**src/serial_boot_consts.svh**
```systemverilog
// Constants for the serial boot download engine: field sizes, passwords and bit positions.
`ifndef SERIAL_BOOT_CONSTS_SVH
`define SERIAL_BOOT_CONSTS_SVH

`define PASSWORD_LAST_BYTE 3'h7
`define ADDRESS_LAST_BYTE 3'h3
`define SIZE_LAST_BYTE 3'h3
`define WORD_LAST_BYTE 3'h7
`define WORD_STEP 32'h0000_0008
`define PUBLIC_PASSWORD 64'hFEED_FACE_CAFE_BEEF
`define HALF_ALL_ZERO 16'h0000
`define HALF_ALL_ONES 16'hFFFF
`define ENC_FLAG_BIT 31
`define FRAME_EMPTY 4'h0

`endif

```
**src/serial_boot_pkg.sv**
```systemverilog
// Types shared by the serial boot download engine.
package serial_boot_pkg;

    // One-hot download sequence states.
    typedef enum logic [7:0] {
        ST_PASSWORD = 8'h01,
        ST_CHECK = 8'h02,
        ST_ADDRESS = 8'h04,
        ST_SIZE = 8'h08,
        ST_DATA = 8'h10,
        ST_DONE = 8'h20,
        ST_LOCKED = 8'h40
    } state_type;

endpackage

```
**src/sram_word_if.sv**
```systemverilog
// Carrier for one packed double word travelling from the downloader to the SRAM write port.
`timescale 1ns/1ps
`default_nettype none

interface sram_word_if;
    logic valid;
    logic ready;
    logic [31:0] addr;
    logic [63:0] data;

    modport source (output valid, output addr, output data, input ready);
    modport sink (input valid, input addr, input data, output ready);
endinterface

`default_nettype wire

```
**src/sram_write_port.sv**
```systemverilog
// SRAM write port: registers one double word and attaches its ECC check bits.
`timescale 1ns/1ps
`default_nettype none

module sram_write_port (
    input wire logic clk_sys,
    input wire logic reset_n,
    sram_word_if.sink word_in,
    output logic sram_wr_valid,
    input wire logic sram_wr_ready,
    output logic [31:0] sram_wr_addr,
    output logic [63:0] sram_wr_data,
    output logic [7:0] sram_wr_ecc
);

    logic valid_reg, valid_next;
    logic [31:0] addr_reg, addr_next;
    logic [63:0] data_reg, data_next;
    logic [7:0] ecc_reg, ecc_next;

    // Check bits: six positional parities, one overall and one over even bits.
    function automatic logic [7:0] ecc_bits(input logic [63:0] d);
        logic [7:0] c;
        c = 8'h00;
        for (int j = 0; j < 64; j++) begin
            for (int i = 0; i < 6; i++) begin
                if (j[i]) begin
                    c[i] = c[i] ^ d[j];
                end
            end
            c[6] = c[6] ^ d[j];
            if (!j[0]) begin
                c[7] = c[7] ^ d[j];
            end
        end
        return c;
    endfunction

    // Accept a word whenever the holding register is empty or being drained.
    assign word_in.ready = !valid_reg || sram_wr_ready;

    // Every write carries fresh check bits, so the target needs no prior init.
    always_comb begin
        valid_next = valid_reg;
        addr_next = addr_reg;
        data_next = data_reg;
        ecc_next = ecc_reg;
        if (valid_reg && sram_wr_ready) begin
            valid_next = 1'b0;
        end
        if (word_in.valid && word_in.ready) begin
            valid_next = 1'b1;
            addr_next = word_in.addr;
            data_next = word_in.data;
            ecc_next = ecc_bits(word_in.data);
        end
    end

    always_ff @(posedge clk_sys) begin
        if (!reset_n) begin
            valid_reg <= 1'b0;
            addr_reg <= 32'h0000_0000;
            data_reg <= 64'h0000_0000_0000_0000;
            ecc_reg <= 8'h00;
        end else begin
            valid_reg <= valid_next;
            addr_reg <= addr_next;
            data_reg <= data_next;
            ecc_reg <= ecc_next;
        end
    end

    assign sram_wr_valid = valid_reg;
    assign sram_wr_addr = addr_reg;
    assign sram_wr_data = data_reg;
    assign sram_wr_ecc = ecc_reg;
endmodule

`default_nettype wire

```
**src/serial_boot_download.sv**
```systemverilog
// Serial boot download engine: password gate, header parse, echo and 64-bit SRAM packing.
`timescale 1ns/1ps
`default_nettype none
`include "serial_boot_consts.svh"

////////////////////////////////////////////////////////////////////////////////
// How it works
// - Fields arrive as password, address, size word with flag, then the image.
// - Every byte taken over the serial line is sent straight back, except in the locked state.
// - Every data frame taken over CAN is sent straight back, except in the locked state.
// - Payload bytes are packed eight at a time into one 64-bit write.
// - Each 64-bit write carries freshly computed ECC check bits.
// - Download needs a valid password, flash or public as selected.
// - Public selection compares against the fixed public constant.
// - A flash password with an all-zero or all-one halfword is invalid.
// - Password bytes or frames are echoed whether or not they match.
// - Acceptance shows only as the address echo; rejection stays silent.
// - After rejection nothing is accepted until watchdog timeout or reset.
// - The received password copy is wiped after the comparison.
// - CAN buffer zero is held during a CAN download and released at handover.
// - Watchdog always runs; refreshed at acceptance and after every write.
module serial_boot_download
    import serial_boot_pkg::*;
(
    input wire logic clk_sys,
    input wire logic reset_n,
    input wire logic boot_over_can,
    input wire logic public_password_select,
    input wire logic [63:0] flash_password,
    input wire logic wdt_timeout,
    input wire logic uart_rx_valid,
    input wire logic [7:0] uart_rx_data,
    output logic uart_tx_valid,
    output logic [7:0] uart_tx_data,
    input wire logic uart_tx_ready,
    input wire logic can_rx_valid,
    input wire logic [63:0] can_rx_data,
    input wire logic [3:0] can_rx_len,
    output logic can_tx_valid,
    output logic [63:0] can_tx_data,
    output logic [3:0] can_tx_len,
    input wire logic can_tx_ready,
    output logic can_mb0_claim,
    output logic sram_wr_valid,
    input wire logic sram_wr_ready,
    output logic [31:0] sram_wr_addr,
    output logic [63:0] sram_wr_data,
    output logic [7:0] sram_wr_ecc,
    output logic wdt_enable,
    output logic wdt_refresh,
    output logic jump_valid,
    output logic [31:0] jump_addr,
    output logic variable_length_encoding_flag
);

    sram_word_if word_bus ();

    state_type state_reg, state_next;
    logic [2:0] cnt_reg, cnt_next;
    logic [63:0] pw_reg, pw_next;
    logic [31:0] addr_reg, addr_next;
    logic [31:0] size_reg, size_next;
    logic [30:0] remain_reg, remain_next;
    logic [31:0] waddr_reg, waddr_next;
    logic [63:0] word_reg, word_next;
    logic [2:0] idx_reg, idx_next;
    logic full_reg, full_next;
    logic [63:0] frame_reg, frame_next;
    logic [3:0] left_reg, left_next;
    logic uecho_reg, uecho_next;
    logic [7:0] udata_reg, udata_next;
    logic cecho_reg, cecho_next;
    logic [63:0] cdata_reg, cdata_next;
    logic [3:0] clen_reg, clen_next;
    logic refresh_reg, refresh_next;
    logic enc_flag_reg, enc_flag_next;
    logic stream_state, uart_take, can_take, byte_valid, pw_match, write_done;
    logic [7:0] rx_byte;
    logic [31:0] shifted;

    // A stored password is usable only if no halfword is all zeros or all ones.
    function automatic logic flash_pw_ok(input logic [63:0] p);
        logic ok;
        ok = 1'b1;
        for (int h = 0; h < 4; h++) begin
            if (p[h*16 +: 16] == `HALF_ALL_ZERO || p[h*16 +: 16] == `HALF_ALL_ONES) begin
                ok = 1'b0;
            end
        end
        return ok;
    endfunction

    ////////////////////////////////////////////////////////////////////////////
    // Byte source selection. A new byte or frame is refused while the previous
    // echo is still out, so a host that ignores the echo pacing loses data.
    assign stream_state = (state_reg == ST_PASSWORD) || (state_reg == ST_ADDRESS) ||
                          (state_reg == ST_SIZE) || (state_reg == ST_DATA);
    assign uart_take = !boot_over_can && uart_rx_valid && !uecho_reg && !full_reg &&
                       (stream_state || state_reg == ST_LOCKED);
    assign can_take = boot_over_can && can_rx_valid && !cecho_reg && left_reg == `FRAME_EMPTY &&
                      (stream_state || state_reg == ST_LOCKED);
    assign byte_valid = boot_over_can ? (left_reg != `FRAME_EMPTY && stream_state && !full_reg)
                                      : (uart_take && stream_state);
    assign rx_byte = boot_over_can ? frame_reg[63:56] : uart_rx_data;
    assign pw_match = public_password_select ? (pw_reg == `PUBLIC_PASSWORD)
                    : (flash_pw_ok(flash_password) && pw_reg == flash_password);
    assign write_done = full_reg && word_bus.ready;

    ////////////////////////////////////////////////////////////////////////////
    // Echo logic. Bytes and frames are echoed in the password, address, size and data states, so
    // password traffic always returns and the address only after acceptance.
    always_comb begin
        uecho_next = uecho_reg;
        udata_next = udata_reg;
        cecho_next = cecho_reg;
        cdata_next = cdata_reg;
        clen_next = clen_reg;
        frame_next = frame_reg;
        left_next = left_reg;
        if (uecho_reg && uart_tx_ready) begin
            uecho_next = 1'b0;
        end
        if (uart_take && state_reg != ST_LOCKED) begin
            uecho_next = 1'b1;
            udata_next = uart_rx_data;
        end
        if (cecho_reg && can_tx_ready) begin
            cecho_next = 1'b0;
        end
        if (byte_valid && boot_over_can) begin
            frame_next = {frame_reg[55:0], 8'h00};
            left_next = left_reg - 4'h1;
        end
        if (state_reg == ST_DONE || state_reg == ST_LOCKED) begin
            left_next = `FRAME_EMPTY; // Trailing bytes past the image are dropped.
        end
        if (can_take && state_reg != ST_LOCKED) begin
            cecho_next = 1'b1;
            cdata_next = can_rx_data;
            clen_next = can_rx_len;
            frame_next = can_rx_data;
            left_next = can_rx_len;
        end
    end

    always_ff @(posedge clk_sys) begin
        if (!reset_n || wdt_timeout) begin
            uecho_reg <= 1'b0;
            udata_reg <= 8'h00;
            cecho_reg <= 1'b0;
            cdata_reg <= 64'h0000_0000_0000_0000;
            clen_reg <= 4'h0;
            frame_reg <= 64'h0000_0000_0000_0000;
            left_reg <= 4'h0;
        end else begin
            uecho_reg <= uecho_next;
            udata_reg <= udata_next;
            cecho_reg <= cecho_next;
            cdata_reg <= cdata_next;
            clen_reg <= clen_next;
            frame_reg <= frame_next;
            left_reg <= left_next;
        end
    end

    ////////////////////////////////////////////////////////////////////////////
    // Download sequence: fields in fixed order, most significant byte first.
    always_comb begin
        state_next = state_reg;
        cnt_next = cnt_reg;
        pw_next = pw_reg;
        addr_next = addr_reg;
        size_next = size_reg;
        remain_next = remain_reg;
        waddr_next = waddr_reg;
        word_next = word_reg;
        idx_next = idx_reg;
        full_next = full_reg;
        refresh_next = 1'b0;
        enc_flag_next = enc_flag_reg;
        shifted = {size_reg[23:0], rx_byte};
        case (state_reg)
            ST_PASSWORD: begin
                if (byte_valid) begin
                    pw_next = {pw_reg[55:0], rx_byte};
                    cnt_next = cnt_reg + 3'h1;
                    if (cnt_reg == `PASSWORD_LAST_BYTE) begin
                        state_next = ST_CHECK;
                    end
                end
            end
            ST_CHECK: begin
                // The copy is wiped here whatever the outcome.
                pw_next = 64'h0000_0000_0000_0000;
                cnt_next = 3'h0;
                if (pw_match) begin
                    state_next = ST_ADDRESS;
                    refresh_next = 1'b1;
                end else begin
                    state_next = ST_LOCKED;
                end
            end
            ST_ADDRESS: begin
                if (byte_valid) begin
                    addr_next = {addr_reg[23:0], rx_byte};
                    cnt_next = cnt_reg + 3'h1;
                    if (cnt_reg == `ADDRESS_LAST_BYTE) begin
                        cnt_next = 3'h0;
                        state_next = ST_SIZE;
                    end
                end
            end
            ST_SIZE: begin
                if (byte_valid) begin
                    size_next = shifted;
                    cnt_next = cnt_reg + 3'h1;
                    if (cnt_reg == `SIZE_LAST_BYTE) begin
                        cnt_next = 3'h0;
                        enc_flag_next = shifted[`ENC_FLAG_BIT];
                        remain_next = shifted[30:0];
                        waddr_next = addr_reg;
                        state_next = (shifted[30:0] == 31'h0000_0000) ? ST_DONE : ST_DATA;
                    end
                end
            end
            ST_DATA: begin
                if (write_done) begin
                    full_next = 1'b0;
                    word_next = 64'h0000_0000_0000_0000;
                    idx_next = 3'h0;
                    waddr_next = waddr_reg + `WORD_STEP;
                    refresh_next = 1'b1;
                    if (remain_reg == 31'h0000_0000) begin
                        state_next = ST_DONE;
                    end
                end else if (byte_valid) begin
                    // A short final group is padded with zeros.
                    word_next[{~idx_reg, 3'b000} +: 8] = rx_byte;
                    idx_next = idx_reg + 3'h1;
                    remain_next = remain_reg - 31'h0000_0001;
                    if (idx_reg == `WORD_LAST_BYTE || remain_reg == 31'h0000_0001) begin
                        full_next = 1'b1;
                    end
                end
            end
            ST_DONE: begin
                state_next = ST_DONE;
            end
            ST_LOCKED: begin
                state_next = ST_LOCKED;
            end
            default: begin
                state_next = ST_PASSWORD;
            end
        endcase
    end

    // The watchdog timeout restarts the sequence as a reset does, but the SRAM write port keeps any word it holds.
    always_ff @(posedge clk_sys) begin
        if (!reset_n || wdt_timeout) begin
            state_reg <= ST_PASSWORD;
            cnt_reg <= 3'h0;
            pw_reg <= 64'h0000_0000_0000_0000;
            addr_reg <= 32'h0000_0000;
            size_reg <= 32'h0000_0000;
            remain_reg <= 31'h0000_0000;
            waddr_reg <= 32'h0000_0000;
            word_reg <= 64'h0000_0000_0000_0000;
            idx_reg <= 3'h0;
            full_reg <= 1'b0;
            refresh_reg <= 1'b0;
            enc_flag_reg <= 1'b0;
        end else begin
            state_reg <= state_next;
            cnt_reg <= cnt_next;
            pw_reg <= pw_next;
            addr_reg <= addr_next;
            size_reg <= size_next;
            remain_reg <= remain_next;
            waddr_reg <= waddr_next;
            word_reg <= word_next;
            idx_reg <= idx_next;
            full_reg <= full_next;
            refresh_reg <= refresh_next;
            enc_flag_reg <= enc_flag_next;
        end
    end

    ////////////////////////////////////////////////////////////////////////////
    // SRAM write port and outputs.
    assign word_bus.valid = full_reg;
    assign word_bus.addr = waddr_reg;
    assign word_bus.data = word_reg;

    sram_write_port u_write_port (
        .clk_sys(clk_sys),
        .reset_n(reset_n),
        .word_in(word_bus),
        .sram_wr_valid(sram_wr_valid),
        .sram_wr_ready(sram_wr_ready),
        .sram_wr_addr(sram_wr_addr),
        .sram_wr_data(sram_wr_data),
        .sram_wr_ecc(sram_wr_ecc)
    );

    assign uart_tx_valid = uecho_reg;
    assign uart_tx_data = udata_reg;
    assign can_tx_valid = cecho_reg;
    assign can_tx_data = cdata_reg;
    assign can_tx_len = clen_reg;
    assign can_mb0_claim = boot_over_can && state_reg != ST_DONE;
    assign wdt_enable = 1'b1;
    assign wdt_refresh = refresh_reg;
    assign jump_valid = state_reg == ST_DONE;
    assign jump_addr = addr_reg;
    assign variable_length_encoding_flag = enc_flag_reg;
endmodule

`default_nettype wire

```
**config.mk**
```make
export PLATFORM = sky130hd
export DESIGN_NAME = serial_boot_download
export DESIGN_NICKNAME = d
export VERILOG_FILES = /design/src/serial_boot_pkg.sv /design/src/sram_word_if.sv /design/src/sram_write_port.sv /design/src/serial_boot_download.sv
export VERILOG_INCLUDE_DIRS = /design/src
export SDC_FILE = /design/constraint.sdc
export NUM_CORES = 1
export LEC_CHECK = 0
export ABC_CLOCK_PERIOD_IN_PS = 2900
export BUFFER_PORTS_ARGS = -buffer_cell sky130_fd_sc_hd__buf_2
export CAP_MARGIN = 20
export CORE_UTILIZATION = 55
export CTS_CLUSTER_DIAMETER = 150
export DETAILED_ROUTE_END_ITERATION = 8
export PLACE_DENSITY = 0.78
export SLEW_MARGIN = 10
export SYNTH_ARGS = -nofsm -noshare
export SYNTH_HDL_FRONTEND = slang
export SYNTH_SLANG_ARGS = --single-unit
```
**constraint.sdc**
```tcl
create_clock -name clk_sys -period 2.9 [get_ports clk_sys]
set_input_delay 0.435 -clock clk_sys [delete_from_list [all_inputs] [get_ports clk_sys]]
set_output_delay 0.435 -clock clk_sys [all_outputs]
set_load 0.005 [all_outputs]
```
==> results.toml <==
[outcome]
outcome = "finished, final reports clean"

[synth]
combined_area_of_all_synthesized_cells_um2 = 22600
synthesis.instances = 2833
synth-seq-cells = 514
synth-edff-count = 0
synth_largest_area_cell = "sky130_fd_sc_hd__dfxtp_1"
ys_warn_count = 0
netlist.area_leader.share_pct = 45.5
ys_seq_area_share_pct = 45.5
synth.net_count = 2993
dominantRegCellSynth = "sky130_fd_sc_hd__dfxtp_1"
synth_cell_type_count = 70
yosys-top-cells-area = "sky130_fd_sc_hd__dfxtp_1, sky130_fd_sc_hd__nand2_1, sky130_fd_sc_hd__a21oi_1, sky130_fd_sc_hd__xnor2_1, sky130_fd_sc_hd__clkbuf_1"
synth-async-reset-ratio_pct = 0
syn_area_per_cell_um2 = 7.98

[route]
drcViolationCount = 0
drt_first_pass_iters = 5
viasPerCell = 6.01
wirelength_mm = 73.3
avgRoutedWirePerCell_um = 19.8
ant_nets = 0
initialDrtViolationCount = 2203
routed-via-count = 22257

[sta]
hold_vio_cnt_final = 0
slew_of_the_pin_with_the_lowest_slew_margin_ps = 1030
grt_setup_unrepaired = "false"
fin_skew_ps = 26.4
timing.final.max_slew_violations = 0
setup_total_negative_slack_ps = 0
relSlewSlack_pct = 31.1
timing.final.crit_period_ps = 2780
highest_attainable_clock_frequency_ghz = 0.360
finalSetupViolCount = 0
layout_worst_path_cycle_share_pct = 95.8

[finish]
post_route_cells_drive_above_1_share_pct = 17.9
final_core_util_pct = 67.6
area_growth_syn_to_layout_pct = 20.0
final_common_cell = "sky130_fd_sc_hd__nand2_1"
n_antenna_cell = 0
layout_common_cells = "sky130_fd_sc_hd__nand2_1, sky130_fd_sc_hd__dfxtp_1, sky130_fd_sc_hd__a21oi_1"
final.fill_count = 3400
fin_area_um2 = 27100
final_nets = 3298

[job]
max-cap-violations = 0

[hold_path]
holdCritPathClass = "primary input to flip-flop"
hold_path.startpoint = "can_rx_data[6]"

[power]
power_switching_mw = 3.68
p_int_mw = 11.9
leak_nw = 9.96
p_per_area_nw_per_um2 = 574
share_comb_of_total_power_pct = 6.9
seqPwrFrac_pct = 46.2
share_clk_of_total_power_pct = 46.9
switching_share_pct = 23.6
vdd_ir_drop_max_mv = 0.507

[global_routing]
global_route.overflow_total = 0
pin_count_of_the_biggest_net_entering_global_routing = 104
initial_antenna_violation_count = 0
grt_pass1_vias = 20789
grt_pass1_wl_mm = 113
groute.usage.overall_pct = 34.2

[cts]
cts_tree = "yes"
tritoncts_num_sinks = 514
clock_tree_root_buffer_cell = "sky130_fd_sc_hd__clkbuf_16"
post_cts.repair.setup_buffers = 0
clk_path_buf_depth = 3
clock_slew_at_the_register_clock_pins_of_the_worst_setup_and_hold_paths_ps = 60
clock_latency_on_the_worst_skew_pair_ps = 620
h_tree_levels = 2
cts_inserted_buffers = 52

[worst_setup_path]
timing.critical_path.arrival_ps = 2340
timing.critical_path.cells = "or4_1 > or2_2 > nor2_4 > nor2b_1 > buf_2"
crit_path_max_incr_delay_ps = 620
largest_fanout_of_any_net_on_the_critical_path = 10
timing.critical_path.to_type = "output port"
start_kind = "flip-flop"
startpoint = "state_reg[2]"
critical_path.reg2reg.startpoint = "left_reg[0]"
crit_type = "flip-flop to output port"
critPathRequiredTime_ps = 2470
crit_path_top_delay_cell = "sky130_fd_sc_hd__or4_1"

[floorplanning]
design.die.area_um2 = 41900
fp-row-count = 73
dieWidth_um = 205
start_util_pct = 56.4
core_area_um2 = 40100
ios = 370
die_h_um = 205

[placed_design]
gp_congestion = 0.965
hpwlAfterDp_mm = 52.8
buffer_ports.inserted = 368
detailed_place.area_um2 = 25200
-- layout make-up --
cell class	instances	area, um^2	share of cell area, %
Inverter	18	67.6	0.249
Timing Repair Buffer	441	2650	9.78
Tap cell	525	657	2.42
Clock inverter	24	374	1.38
Clock buffer	71	1490	5.51
Sequential cell	514	10300	37.9
Multi-Input combinational cell	2111	11600	42.7
-- worst max-delay path: cells and delay by family, from the launching register on --
family	cells	cell delay, ps
DFF	1	400
buffers and inverters	1	120
and+or+nand+nor	4	1230
-- power by group through the flow --
stage	Clock (mW)	Combinational (mW)	Sequential [mW]
2_1_floorplan	0	0.562	7.33
3_3_place_gp	0	1.04	7.34
3_5_place_dp	0	1.06	7.35
4_1_cts	7.37	1.06	7.19
5_1_grt	7.66	1.16	7.20
6_report	7.30	1.08	7.19
-- cell families after synthesis --
group | count (synthesis) | synth area share [%]
DFF | 514 | 45.5
and+or+nand+nor | 1153 | 22.6
muxes | 28 | 1.28
other | 1 | 0.0166
adders and majority gates | 10 | 0.553
AOI/OAI and AO/OA | 726 | 18.5
xor gates and xnor gates | 193 | 7.90
buffers and inverters | 208 | 3.60
-- path summary, 6_finish.rpt --
kind                                                 endpoint  slack, ps  depth (start not counted)
worst max-delay path                            can_mb0_claim        120                          5
worst min-delay path                           can_tx_data[6]        110                          3
worst max register to register              word_bus.data[38]        220                          9
worst min register to register  u_write_port.sram_wr_data[35]        450                          2
-- per-stage QoR --
stage | std cells | setup slack [ps] | total power [mW] | hold WS [ps]
floorplan | 2833 | 377 | 7.90 | 431
global placement | 3609 | 204 | 8.39 | 440
detailed placement | 3609 | 154 | 8.40 | 443
CTS | 3704 | 32.4 | 15.6 | 81.2
global route | 3704 | 0.670 | 16.0 | 104
finish | 3704 | 123 | 15.6 | 107
-- repair_timing --
item	in CTS	in global routing
hold buffers	0	0
setup endpoints to repair	2	13
gates resized for setup	1	5
-- Yosys cell counts, types with 11 or more instances --
cell	n
sky130_fd_sc_hd__a211oi_1	39
sky130_fd_sc_hd__a21oi_1	441
sky130_fd_sc_hd__a22oi_1	54
sky130_fd_sc_hd__a31oi_1	30
sky130_fd_sc_hd__buf_1	11
sky130_fd_sc_hd__clkbuf_1	166
sky130_fd_sc_hd__dfxtp_1	514
sky130_fd_sc_hd__inv_1	18
sky130_fd_sc_hd__mux2i_1	21
sky130_fd_sc_hd__nand2_1	663
sky130_fd_sc_hd__nand2b_1	12
sky130_fd_sc_hd__nand3_1	73
sky130_fd_sc_hd__nand4_1	58
sky130_fd_sc_hd__nor2_1	157
sky130_fd_sc_hd__nor3_1	57
sky130_fd_sc_hd__nor4_1	43
sky130_fd_sc_hd__o21ai_0	75
sky130_fd_sc_hd__o21ai_1	16
sky130_fd_sc_hd__or3_1	27
sky130_fd_sc_hd__xnor2_1	130
sky130_fd_sc_hd__xor2_1	56
-- per-layer routing --
layer / vias up / share of wire, % / global-route usage, %
met4: 0 / 3.5 / 14.4
met3: 162 / 9.0 / 5.62
met2: 1090 / 47 / 55.5
met5: - / 0 / 0
met1: 10532 / 41 / 44.8
li1: 10473 / - / -
Note: power is estimated with default switching activity, not from simulation.
